[src/include/crvt_pkg.sv]
// constants, offsets and types for the vertical timing and start address block
package crvt_pkg;

  // i/o port addresses of the indexed register files and the status port
  localparam logic [15:0] CRVT_IO_CRTC_IDX_MONO  = 16'h03B4;
  localparam logic [15:0] CRVT_IO_CRTC_DAT_MONO  = 16'h03B5;
  localparam logic [15:0] CRVT_IO_CRTC_IDX_COLOR = 16'h03D4;
  localparam logic [15:0] CRVT_IO_CRTC_DAT_COLOR = 16'h03D5;
  localparam logic [15:0] CRVT_IO_EXT_IDX        = 16'h03D6;
  localparam logic [15:0] CRVT_IO_EXT_DAT        = 16'h03D7;
  localparam logic [15:0] CRVT_IO_STATUS_ZERO    = 16'h03C2;

  // crtc register indexes
  localparam logic [7:0] CRVT_IDX_VERTICAL_OVERFLOW   = 8'h07;
  localparam logic [7:0] CRVT_IDX_PROTECT_LAST        = 8'h07;
  localparam logic [7:0] CRVT_IDX_DISPLAY_START_HIGH  = 8'h0C;
  localparam logic [7:0] CRVT_IDX_DISPLAY_START_LOW   = 8'h0D;
  localparam logic [7:0] CRVT_IDX_CURSOR_LOCATION_HI  = 8'h0E;
  localparam logic [7:0] CRVT_IDX_CURSOR_LOCATION_LO  = 8'h0F;
  localparam logic [7:0] CRVT_IDX_VSYNC_START_LOW     = 8'h10;
  localparam logic [7:0] CRVT_IDX_VSYNC_END_IRQ_CTL   = 8'h11;
  localparam logic [7:0] CRVT_IDX_VDISPLAY_END_LOW    = 8'h12;
  localparam logic [7:0] CRVT_IDX_ROW_PITCH_LOW       = 8'h13;
  localparam logic [7:0] CRVT_IDX_VDISPLAY_END_EXT    = 8'h31;
  localparam logic [7:0] CRVT_IDX_VSYNC_START_EXT     = 8'h32;
  localparam logic [7:0] CRVT_IDX_DISPLAY_START_EXT   = 8'h40;
  // extension register index
  localparam logic [7:0] CRVT_IDX_IO_CONTROL          = 8'h09;

  // field positions
  localparam int CRVT_BIT_MODE_EXT      = 0;
  localparam int CRVT_BIT_START_UPDATE  = 7;
  localparam int CRVT_BIT_PROTECT       = 7;
  localparam int CRVT_BIT_RESERVED      = 6;
  localparam int CRVT_BIT_IRQ_DISABLE   = 5;
  localparam int CRVT_BIT_IRQ_CLEAR_N   = 4;
  localparam int CRVT_BIT_OVF_ALWAYS_WR = 4;
  localparam int CRVT_BIT_OVF_VSS9      = 7;
  localparam int CRVT_BIT_OVF_VSS8      = 2;
  localparam int CRVT_BIT_OVF_VDE9      = 6;
  localparam int CRVT_BIT_OVF_VDE8      = 1;
  localparam int CRVT_BIT_STATUS_IRQ    = 7;

  // values after reset
  localparam logic [7:0]  CRVT_RST_BYTE  = 8'h00;
  localparam logic [11:0] CRVT_RST_LINE  = 12'h000;
  localparam logic [19:0] CRVT_RST_START = 20'h00000;

  // widths
  localparam int CRVT_LINE_W  = 12;
  localparam int CRVT_START_W = 20;

  // vertical sync state
  typedef enum logic [0:0] {
    CRVT_SYNC_IDLE = 1'b0,
    CRVT_SYNC_ON   = 1'b1
  } crvt_sync_t;

endpackage : crvt_pkg

[src/hw/crvt_top.sv]
// vertical timing, cursor location and double-buffered start address
`timescale 1ns/1ps
module crvt_top (
  input  wire logic        clk_in,
  input  wire logic        rst_n_in,
  input  wire logic [15:0] io_addr_in,
  input  wire logic        io_wr_in,
  input  wire logic        io_rd_in,
  input  wire logic [7:0]  io_wdata_in,
  input  wire logic        line_tick_in,
  input  wire logic        frame_start_in,
  input  wire logic        text_mode_in,
  output logic      [7:0]  io_rdata_out,
  output logic             vsync_out,
  output logic             vdisp_en_out,
  output logic      [crvt_pkg::CRVT_START_W-1:0] start_addr_out,
  output logic      [15:0] cursor_addr_out,
  output logic             cursor_en_out,
  output logic             ext_mode_out
);
  import crvt_pkg::*;

  ////////////////////////////////////////////////////////////////////////////////
  // register storage
  logic [7:0]             crtc_index;
  logic [7:0]             ext_index;
  logic [7:0]             vertical_overflow;
  logic [7:0]             display_start_high;
  logic [7:0]             display_start_low;
  logic [7:0]             cursor_location_high;
  logic [7:0]             cursor_location_low;
  logic [7:0]             vsync_start_low;
  logic [7:0]             vsync_end_and_irq_ctl;
  logic [7:0]             vdisplay_end_low;
  logic [7:0]             row_pitch_low;
  logic [7:0]             vdisplay_end_extension;
  logic [7:0]             vsync_start_extension;
  logic [7:0]             display_start_extension;
  logic [7:0]             io_control;
  logic                   start_update;
  logic                   irq_pending;
  logic [CRVT_LINE_W-1:0] line_cnt;
  crvt_sync_t             sync_state;

  ////////////////////////////////////////////////////////////////////////////////
  // address decode
  wire crtc_idx_hit = (io_addr_in == CRVT_IO_CRTC_IDX_MONO) ||
                      (io_addr_in == CRVT_IO_CRTC_IDX_COLOR);
  wire crtc_dat_hit = (io_addr_in == CRVT_IO_CRTC_DAT_MONO) ||
                      (io_addr_in == CRVT_IO_CRTC_DAT_COLOR);
  wire ext_idx_hit  = (io_addr_in == CRVT_IO_EXT_IDX);
  wire ext_dat_hit  = (io_addr_in == CRVT_IO_EXT_DAT);
  wire status_hit   = (io_addr_in == CRVT_IO_STATUS_ZERO);

  wire crtc_wr      = io_wr_in && crtc_dat_hit;
  wire ext_wr       = io_wr_in && ext_dat_hit;

  wire ext_mode     = io_control[CRVT_BIT_MODE_EXT];

  wire wr_locked    = vsync_end_and_irq_ctl[CRVT_BIT_PROTECT] &&
                      (crtc_index <= CRVT_IDX_PROTECT_LAST);

  wire wr_ovf       = crtc_wr && (crtc_index == CRVT_IDX_VERTICAL_OVERFLOW);
  wire wr_sa_high   = crtc_wr && (crtc_index == CRVT_IDX_DISPLAY_START_HIGH);
  wire wr_sa_low    = crtc_wr && (crtc_index == CRVT_IDX_DISPLAY_START_LOW);
  wire wr_cur_high  = crtc_wr && (crtc_index == CRVT_IDX_CURSOR_LOCATION_HI);
  wire wr_cur_low   = crtc_wr && (crtc_index == CRVT_IDX_CURSOR_LOCATION_LO);
  wire wr_vss_low   = crtc_wr && (crtc_index == CRVT_IDX_VSYNC_START_LOW);
  wire wr_vse       = crtc_wr && (crtc_index == CRVT_IDX_VSYNC_END_IRQ_CTL);
  wire wr_vde_low   = crtc_wr && (crtc_index == CRVT_IDX_VDISPLAY_END_LOW);
  wire wr_pitch     = crtc_wr && (crtc_index == CRVT_IDX_ROW_PITCH_LOW);
  wire wr_vde_ext   = crtc_wr && (crtc_index == CRVT_IDX_VDISPLAY_END_EXT);
  wire wr_vss_ext   = crtc_wr && (crtc_index == CRVT_IDX_VSYNC_START_EXT);
  wire wr_sa_ext    = crtc_wr && (crtc_index == CRVT_IDX_DISPLAY_START_EXT);
  wire wr_ioctl     = ext_wr && (ext_index == CRVT_IDX_IO_CONTROL);

  ////////////////////////////////////////////////////////////////////////////////
  // overflow write, protected except its bit 4
  logic [7:0] next_vertical_overflow;
  assign next_vertical_overflow = wr_locked ?
      {vertical_overflow[7:5], io_wdata_in[CRVT_BIT_OVF_ALWAYS_WR], vertical_overflow[3:0]} :
      io_wdata_in;

  logic [7:0] next_vsync_end;
  assign next_vsync_end = {io_wdata_in[7], vsync_end_and_irq_ctl[CRVT_BIT_RESERVED],
                           io_wdata_in[5:0]};

  ////////////////////////////////////////////////////////////////////////////////
  // register writes
  always_ff @(posedge clk_in) begin
    if (!rst_n_in) begin
      crtc_index              <= CRVT_RST_BYTE;
      ext_index               <= CRVT_RST_BYTE;
      vertical_overflow       <= CRVT_RST_BYTE;
      display_start_high      <= CRVT_RST_BYTE;
      display_start_low       <= CRVT_RST_BYTE;
      cursor_location_high    <= CRVT_RST_BYTE;
      cursor_location_low     <= CRVT_RST_BYTE;
      vsync_start_low         <= CRVT_RST_BYTE;
      vsync_end_and_irq_ctl   <= CRVT_RST_BYTE;
      vdisplay_end_low        <= CRVT_RST_BYTE;
      row_pitch_low           <= CRVT_RST_BYTE;
      vdisplay_end_extension  <= CRVT_RST_BYTE;
      vsync_start_extension   <= CRVT_RST_BYTE;
      display_start_extension <= CRVT_RST_BYTE;
      io_control              <= CRVT_RST_BYTE;
    end else begin
      if (io_wr_in && crtc_idx_hit) begin
        crtc_index <= io_wdata_in;
      end
      if (io_wr_in && ext_idx_hit) begin
        ext_index <= io_wdata_in;
      end
      if (wr_ovf) begin
        vertical_overflow <= next_vertical_overflow;
      end
      if (wr_sa_high) begin
        display_start_high <= io_wdata_in;
      end
      if (wr_sa_low) begin
        display_start_low <= io_wdata_in;
      end
      if (wr_cur_high) begin
        cursor_location_high <= io_wdata_in;
      end
      if (wr_cur_low) begin
        cursor_location_low <= io_wdata_in;
      end
      if (wr_vss_low) begin
        vsync_start_low <= io_wdata_in;
      end
      if (wr_vse) begin
        vsync_end_and_irq_ctl <= next_vsync_end;
      end
      if (wr_vde_low) begin
        vdisplay_end_low <= io_wdata_in;
      end
      if (wr_pitch) begin
        row_pitch_low <= io_wdata_in;
      end
      if (wr_vde_ext) begin
        vdisplay_end_extension <= io_wdata_in;
      end
      if (wr_vss_ext) begin
        vsync_start_extension <= io_wdata_in;
      end
      if (wr_sa_ext) begin
        display_start_extension <= io_wdata_in;
      end
      if (wr_ioctl) begin
        io_control <= io_wdata_in;
      end
    end
  end

  ////////////////////////////////////////////////////////////////////////////////
  // vertical values
  logic [CRVT_LINE_W-1:0] vss_value;
  logic [CRVT_LINE_W-1:0] vde_value;

  crvt_vsel u_vss_sel (
    .ext_mode_in (ext_mode),
    .low_in      (vsync_start_low),
    .ext_in      (vsync_start_extension[3:0]),
    .ovf_hi_in   (vertical_overflow[CRVT_BIT_OVF_VSS9]),
    .ovf_lo_in   (vertical_overflow[CRVT_BIT_OVF_VSS8]),
    .value_out   (vss_value)
  );

  crvt_vsel u_vde_sel (
    .ext_mode_in (ext_mode),
    .low_in      (vdisplay_end_low),
    .ext_in      (vdisplay_end_extension[3:0]),
    .ovf_hi_in   (vertical_overflow[CRVT_BIT_OVF_VDE9]),
    .ovf_lo_in   (vertical_overflow[CRVT_BIT_OVF_VDE8]),
    .value_out   (vde_value)
  );

  ////////////////////////////////////////////////////////////////////////////////
  // scan-line counter, line 0 is the first active line
  wire [CRVT_LINE_W-1:0] next_line = frame_start_in ? CRVT_RST_LINE :
                                     CRVT_LINE_W'(line_cnt + 1'b1);

  always_ff @(posedge clk_in) begin
    if (!rst_n_in) begin
      line_cnt <= CRVT_RST_LINE;
    end else if (frame_start_in || line_tick_in) begin
      line_cnt <= next_line;
    end
  end

  wire sync_begin = line_tick_in && !frame_start_in && (next_line == vss_value);
  wire sync_end   = line_tick_in && !frame_start_in &&
                    (next_line[3:0] == vsync_end_and_irq_ctl[3:0]);

  // a frame restart mid-pulse keeps the pulse; only the end value stops it
  always_ff @(posedge clk_in) begin
    if (!rst_n_in) begin
      sync_state <= CRVT_SYNC_IDLE;
    end else begin
      case (sync_state)
        CRVT_SYNC_IDLE: begin
          if (sync_begin) begin
            sync_state <= CRVT_SYNC_ON;
          end
        end
        CRVT_SYNC_ON: begin
          if (sync_end) begin
            sync_state <= CRVT_SYNC_IDLE;
          end
        end
        default: begin
          sync_state <= CRVT_SYNC_IDLE;
        end
      endcase
    end
  end

  wire retrace_start = (sync_state == CRVT_SYNC_IDLE) && sync_begin;

  ////////////////////////////////////////////////////////////////////////////////
  // retrace interrupt flag, polled only
  // enable and clear
  wire irq_armed = !vsync_end_and_irq_ctl[CRVT_BIT_IRQ_DISABLE] &&
                   vsync_end_and_irq_ctl[CRVT_BIT_IRQ_CLEAR_N];

  always_ff @(posedge clk_in) begin
    if (!rst_n_in) begin
      irq_pending <= 1'b0;
    end else if (!vsync_end_and_irq_ctl[CRVT_BIT_IRQ_CLEAR_N]) begin
      // clear bit held low keeps the flag down
      irq_pending <= 1'b0;
    end else if (retrace_start && irq_armed) begin
      irq_pending <= 1'b1;
    end
  end

  ////////////////////////////////////////////////////////////////////////////////
  // double-buffered start address
  // arm on update bit in extended mode
  wire arm_update = wr_sa_low && ext_mode && io_wdata_in[CRVT_BIT_START_UPDATE];

  always_ff @(posedge clk_in) begin
    if (!rst_n_in) begin
      start_update <= 1'b0;
    end else if (arm_update) begin
      start_update <= 1'b1;
    end else if (retrace_start) begin
      start_update <= 1'b0;
    end
  end

  wire [CRVT_START_W-1:0] std_start = {4'h0, display_start_high, display_start_low};
  wire [CRVT_START_W-1:0] ext_start = {display_start_extension[3:0], display_start_high,
                                       display_start_low};

  logic [CRVT_START_W-1:0] next_start;
  // extended keeps the buffered value until the vsync-aligned load
  assign next_start = !ext_mode ? std_start :
                      (start_update && retrace_start) ? ext_start : start_addr_out;

  always_ff @(posedge clk_in) begin
    if (!rst_n_in) begin
      start_addr_out <= CRVT_RST_START;
    end else begin
      start_addr_out <= next_start;
    end
  end

  ////////////////////////////////////////////////////////////////////////////////
  // read path
  // update bit reads back pending
  wire [7:0] sa_low_read = ext_mode ?
      {start_update, display_start_low[6:0]} : display_start_low;

  logic [7:0] crtc_read;
  assign crtc_read =
      (crtc_index == CRVT_IDX_VERTICAL_OVERFLOW)  ? vertical_overflow :
      (crtc_index == CRVT_IDX_DISPLAY_START_HIGH) ? display_start_high :
      (crtc_index == CRVT_IDX_DISPLAY_START_LOW)  ? sa_low_read :
      (crtc_index == CRVT_IDX_CURSOR_LOCATION_HI) ? cursor_location_high :
      (crtc_index == CRVT_IDX_CURSOR_LOCATION_LO) ? cursor_location_low :
      (crtc_index == CRVT_IDX_VSYNC_START_LOW)    ? vsync_start_low :
      (crtc_index == CRVT_IDX_VSYNC_END_IRQ_CTL)  ? vsync_end_and_irq_ctl :
      (crtc_index == CRVT_IDX_VDISPLAY_END_LOW)   ? vdisplay_end_low :
      (crtc_index == CRVT_IDX_ROW_PITCH_LOW)      ? row_pitch_low :
      (crtc_index == CRVT_IDX_VDISPLAY_END_EXT)   ? vdisplay_end_extension :
      (crtc_index == CRVT_IDX_VSYNC_START_EXT)    ? vsync_start_extension :
      (crtc_index == CRVT_IDX_DISPLAY_START_EXT)  ? display_start_extension :
      CRVT_RST_BYTE;

  wire [7:0] ext_read = (ext_index == CRVT_IDX_IO_CONTROL) ? io_control : CRVT_RST_BYTE;

  // status bit 7 shows pending flag
  wire [7:0] status_read = {irq_pending, 7'h00};

  logic [7:0] next_rdata;
  assign next_rdata = crtc_idx_hit ? crtc_index :
                      crtc_dat_hit ? crtc_read :
                      ext_idx_hit  ? ext_index :
                      ext_dat_hit  ? ext_read :
                      status_hit   ? status_read :
                      CRVT_RST_BYTE;

  always_ff @(posedge clk_in) begin
    if (!rst_n_in) begin
      io_rdata_out <= CRVT_RST_BYTE;
    end else if (io_rd_in) begin
      io_rdata_out <= next_rdata;
    end
  end

  ////////////////////////////////////////////////////////////////////////////////
  // display timing outputs
  // active through the last line inclusive
  wire next_vdisp = (next_line <= vde_value);

  wire [15:0] next_cursor = text_mode_in ? {cursor_location_high, cursor_location_low} :
                                           16'h0000;

  always_ff @(posedge clk_in) begin
    if (!rst_n_in) begin
      vsync_out       <= 1'b0;
      vdisp_en_out    <= 1'b0;
      cursor_addr_out <= 16'h0000;
      cursor_en_out   <= 1'b0;
      ext_mode_out    <= 1'b0;
    end else begin
      vsync_out       <= (sync_state == CRVT_SYNC_ON);
      cursor_addr_out <= next_cursor;
      cursor_en_out   <= text_mode_in;
      ext_mode_out    <= ext_mode;
      if (frame_start_in || line_tick_in) begin
        vdisp_en_out <= next_vdisp;
      end
    end
  end

endmodule : crvt_top

[src/hw/crvt_vsel.sv]
// composes a 10-bit or 12-bit vertical scan-line value from its pieces
`timescale 1ns/1ps
module crvt_vsel (
  input  wire logic                          ext_mode_in,
  input  wire logic [7:0]                    low_in,
  input  wire logic [3:0]                    ext_in,
  input  wire logic                          ovf_hi_in,
  input  wire logic                          ovf_lo_in,
  output logic      [crvt_pkg::CRVT_LINE_W-1:0] value_out
);
  import crvt_pkg::*;

  // standard mode takes two overflow bits, extended mode four extension bits
  assign value_out = ext_mode_in ? {ext_in, low_in} : {2'b00, ovf_hi_in, ovf_lo_in, low_in};

endmodule : crvt_vsel

[config.mk]
export PLATFORM = sky130hd
export DESIGN_NAME = crvt_top
export DESIGN_NICKNAME = d
export VERILOG_FILES = /design/src/include/crvt_pkg.sv /design/src/hw/crvt_top.sv /design/src/hw/crvt_vsel.sv
export SDC_FILE = /design/constraint.sdc
export NUM_CORES = 1
export LEC_CHECK = 0
export BUFFER_PORTS_ARGS = -buffer_cell sky130_fd_sc_hd__buf_4
export CORE_MARGIN = 2
export CORE_UTILIZATION = 54
export DETAILED_ROUTE_END_ITERATION = 10
export GPL_TIMING_DRIVEN = 0
export PLACE_DENSITY = 0.73
export SLEW_MARGIN = 20
export SYNTH_ARGS = -nofsm -noshare
export SYNTH_HDL_FRONTEND = slang
export SYNTH_SLANG_ARGS = --single-unit
[constraint.sdc]
create_clock -name clk_in -period 3.8 [get_ports clk_in]
set_clock_uncertainty 0.05 [all_clocks]
set_input_delay 0 -clock clk_in [delete_from_list [all_inputs] [get_ports clk_in]]
set_output_delay 0 -clock clk_in [all_outputs]
set_load 0.02 [all_outputs]
==> qor.yml <==
timing:
  maxSlewHeadroom: 0.3900
  fin_setup_tns_ns: 0
  max_clock_freq_ghz: 0.2828
  hold_slack_ns: 0.02604
  layout_min_cycle_time_ns: 3.536
  final-hold-violation-count: 0
  rsz0062_at_grt: "no"
  setup_viol: 0
  fin_crit_sh: 0.9305
  worstMarginPinSlew_ns: 0.9149
  finalMaxSlewViolations: 0
  fin_ws_ns: 0.2640
yosys:
  synthMuxAreaShare: 0.05809
  synth_nets: 1154
  async_reset_ff_frac: 0
  synth_top_area_frac: 0.3934
  syn_area_um2: 9261
  ys_ff_latch: 182
  yosys-top-cells-area: "dfxtp_1 39%, nand2_1 8.9%, a21boi_0 7.5%"
  synth_top_family_by_area: "simple AND/OR/NAND/NOR gates"
  avgSynthCellArea_um2: 8.344
  seq_area_frac_synth: 0.3934
  synth-xor-area-share: 0.01608
  ys_warn_count: 0
  synth_compound_area_frac: 0.2155
  synth-edff-count: 0
  synth.distinct_cells: 81
  synth_simple_gate_area_frac: 0.2547
  ys.flop_type: "dfxtp_1"
  synth_top_cell_by_area: "dfxtp_1"
  synthAdderAreaFrac: 0.01756
  netlist_instances: 1110
drt:
  num_vias: 8814
  vias_per_cell: 6.083
  first_iter_violations: 830
  dr.pass1.iters: 6
  final_antenna_net_count: 0
  drc: 0
  wl_um: 29750
  post_drt_wl_per_cell_um: 20.53
place:
  io_buffers: 76
  dp_hpwl_um: 21530
  pre_cts_ws_ns: 0.3015
  dp.cells: 1406
  gp_congestion: 0.9603
floorplanning:
  ios: 79
  floorplan.die_area_um2: 18210
  die_h_um: 135.0
  start_util: 0.5545
  die_w_um: 135.0
  core_um2: 16700
  num_rows: 47
worst_setup_path:
  startpoint_type: "register"
  required_ns: 4.07
  worstSetupEndpointType: "register"
  crit_path_max_fanout: 10
  critPathArrivalTime_ns: 3.80
  critPathKind: "register to register"
cts:
  path_clk_slew_ns: 0.07
  max-clock-path-buffers: 2
  clock_latency_ns: 0.44
  clockRootBuffer: "clkbuf_16"
  cts_sinks: 182
  tritoncts: "done"
  htree_levels: 4
  cts_made_buffers: 17
  postCtsSetupBuffers: 0
power_and_ir_drop:
  ir_worst_vdd_uv: 304.5
  static-leakage-power_nw: 3.991
  report.power.total_mw: 4.042
  powerDensity_nw_per_um2: 372.3
grt:
  grt_overflow: 0
  grt_pass1_wl_um: 46400
  antenna_found_initial: 1
  grt_max_degree: 19
  grtUsageTotal: 0.3324
  grt_pass1_vias: 8383
cells_and_area:
  fin_cells: 1449
  layout.nets: 1260
  layout_commonest_cell: "nand2_1"
  drive_above_1_share: 0.1212
  area_growth_pct: 17.24
  antenna_cells: 0
  layout_common_cells: "219 x nand2_1, 182 x dfxtp_1, 92 x a21boi_0, 77 x buf_4, 57 x nor2_1"
min_path:
  min_path_type: "primary input to register"
run_status:
  status: "complete, no violations"
job:
  max_cap_viol_count: 0
==> synth_stat cells, types with 5 or more instances <==
cell type and n:
a21boi_0 92, a21o_1 9, a21oi_1 33, a31oi_1 6, a32o_1 17, and2_1 8, and3_1 23, buf_2 10
clkbuf_1 55, dfxtp_1 182, ha_1 13, inv_1 17, mux2i_1 50, nand2_1 219, nand2b_1 9, nand3_1 32
nand4_1 16, nor2_1 57, nor2b_1 52, nor3_1 16, o211ai_1 11, o21a_1 9, o21ai_0 36, o221ai_1 5
o22ai_1 13, or3_1 5, xnor2_1 9, xor2_1 8
==> through the flow <==
step                        util  area, um^2
final                     0.6501       10860
after global routing      0.6501       10860
after CTS                 0.6501       10860
after detailed placement  0.6052       10110
after global placement    0.6052       10110
after floorplan                -        9261
==> per-layer routing <==
layer,up-vias,share of wire,GRT usage
li1,4141,-,-
met3,76,0.079,0.06381
met2,396,0.44,0.5203
met1,4199,0.44,0.4477
met5,-,0.00024,0
met4,2,0.039,0.1470
==> repair_timing <==
action,CTS,global route
gates resized for setup,0,0
hold buffers,11,0
endpoints found under the hold margin,57,0
==> flip-flops by register name, summed over array words and instances (netlist names), 7 cells and up <==
register,cells
row_pitch_low,8
vertical_overflow,8
start_addr_out,20
vsync_end_and_irq_ctl,7
io_control,8
cursor_location_low,8
cursor_location_high,8
display_start_low,8
crtc_index,8
cursor_addr_out,16
vsync_start_low,8
vsync_start_extension,8
line_cnt,12
display_start_high,8
vdisplay_end_extension,8
io_rdata_out,8
ext_index,8
display_start_extension,8
vdisplay_end_low,8
==> power breakdown <==
group / switching, mW / internal, mW / total, mW / leakage [nW]
Clock: 0.846 / 1.09 / 1.93 / 0.315
Sequential: 0.00346 / 1.91 / 1.91 / 1.47
Combinational: 0.119 / 0.0757 / 0.195 / 2.21
Total: 0.968 / 3.07 / 4.04 / 3.99
==> cell families after synthesis <==
kind of cell	after synthesis
and+or+nand+nor	475
AOI/OAI and AO/OA	275
DFF	182
buffers and inverters	95
muxes	53
xor gates and xnor gates	17
adders and majority gates	13
==> final timing paths <==
path                                   from                         to  slack, ns  cells after the start
hold / removal                io_addr_in[1]            io_rdata_out[7]       0.03                      5
hold reg to reg   vdisplay_end_extension[4]  vdisplay_end_extension[4]       0.41                      2
setup / recovery                line_cnt[1]         start_addr_out[15]       0.26                      9
setup reg to reg                line_cnt[1]         start_addr_out[15]       0.26                      9
==> worst max-delay path, cell delays in order, from the launching register on <==
cell	delay [ns]
dfxtp_1	0.47
ha_1	0.35
nor2b_1	0.19
xor2_1	0.14
nor4bb_1	0.56
nand4_1	0.25
nor4_4	0.75
a31oi_4	0.24
buf_6	0.21
a32o_1	0.21
==> area by class of cell <==
class,instances,area [um^2]
clock inverters,14,201.4
flip-flops and latches,182,3643
fillers,1472,5843
inverters,20,75.07
plain buffers,75,339.1
multi-input cells,833,5204
well taps,220,275.3
repair buffers,87,680.7
clock buffers,18,439.2
(Power assumes the default switching activity.)
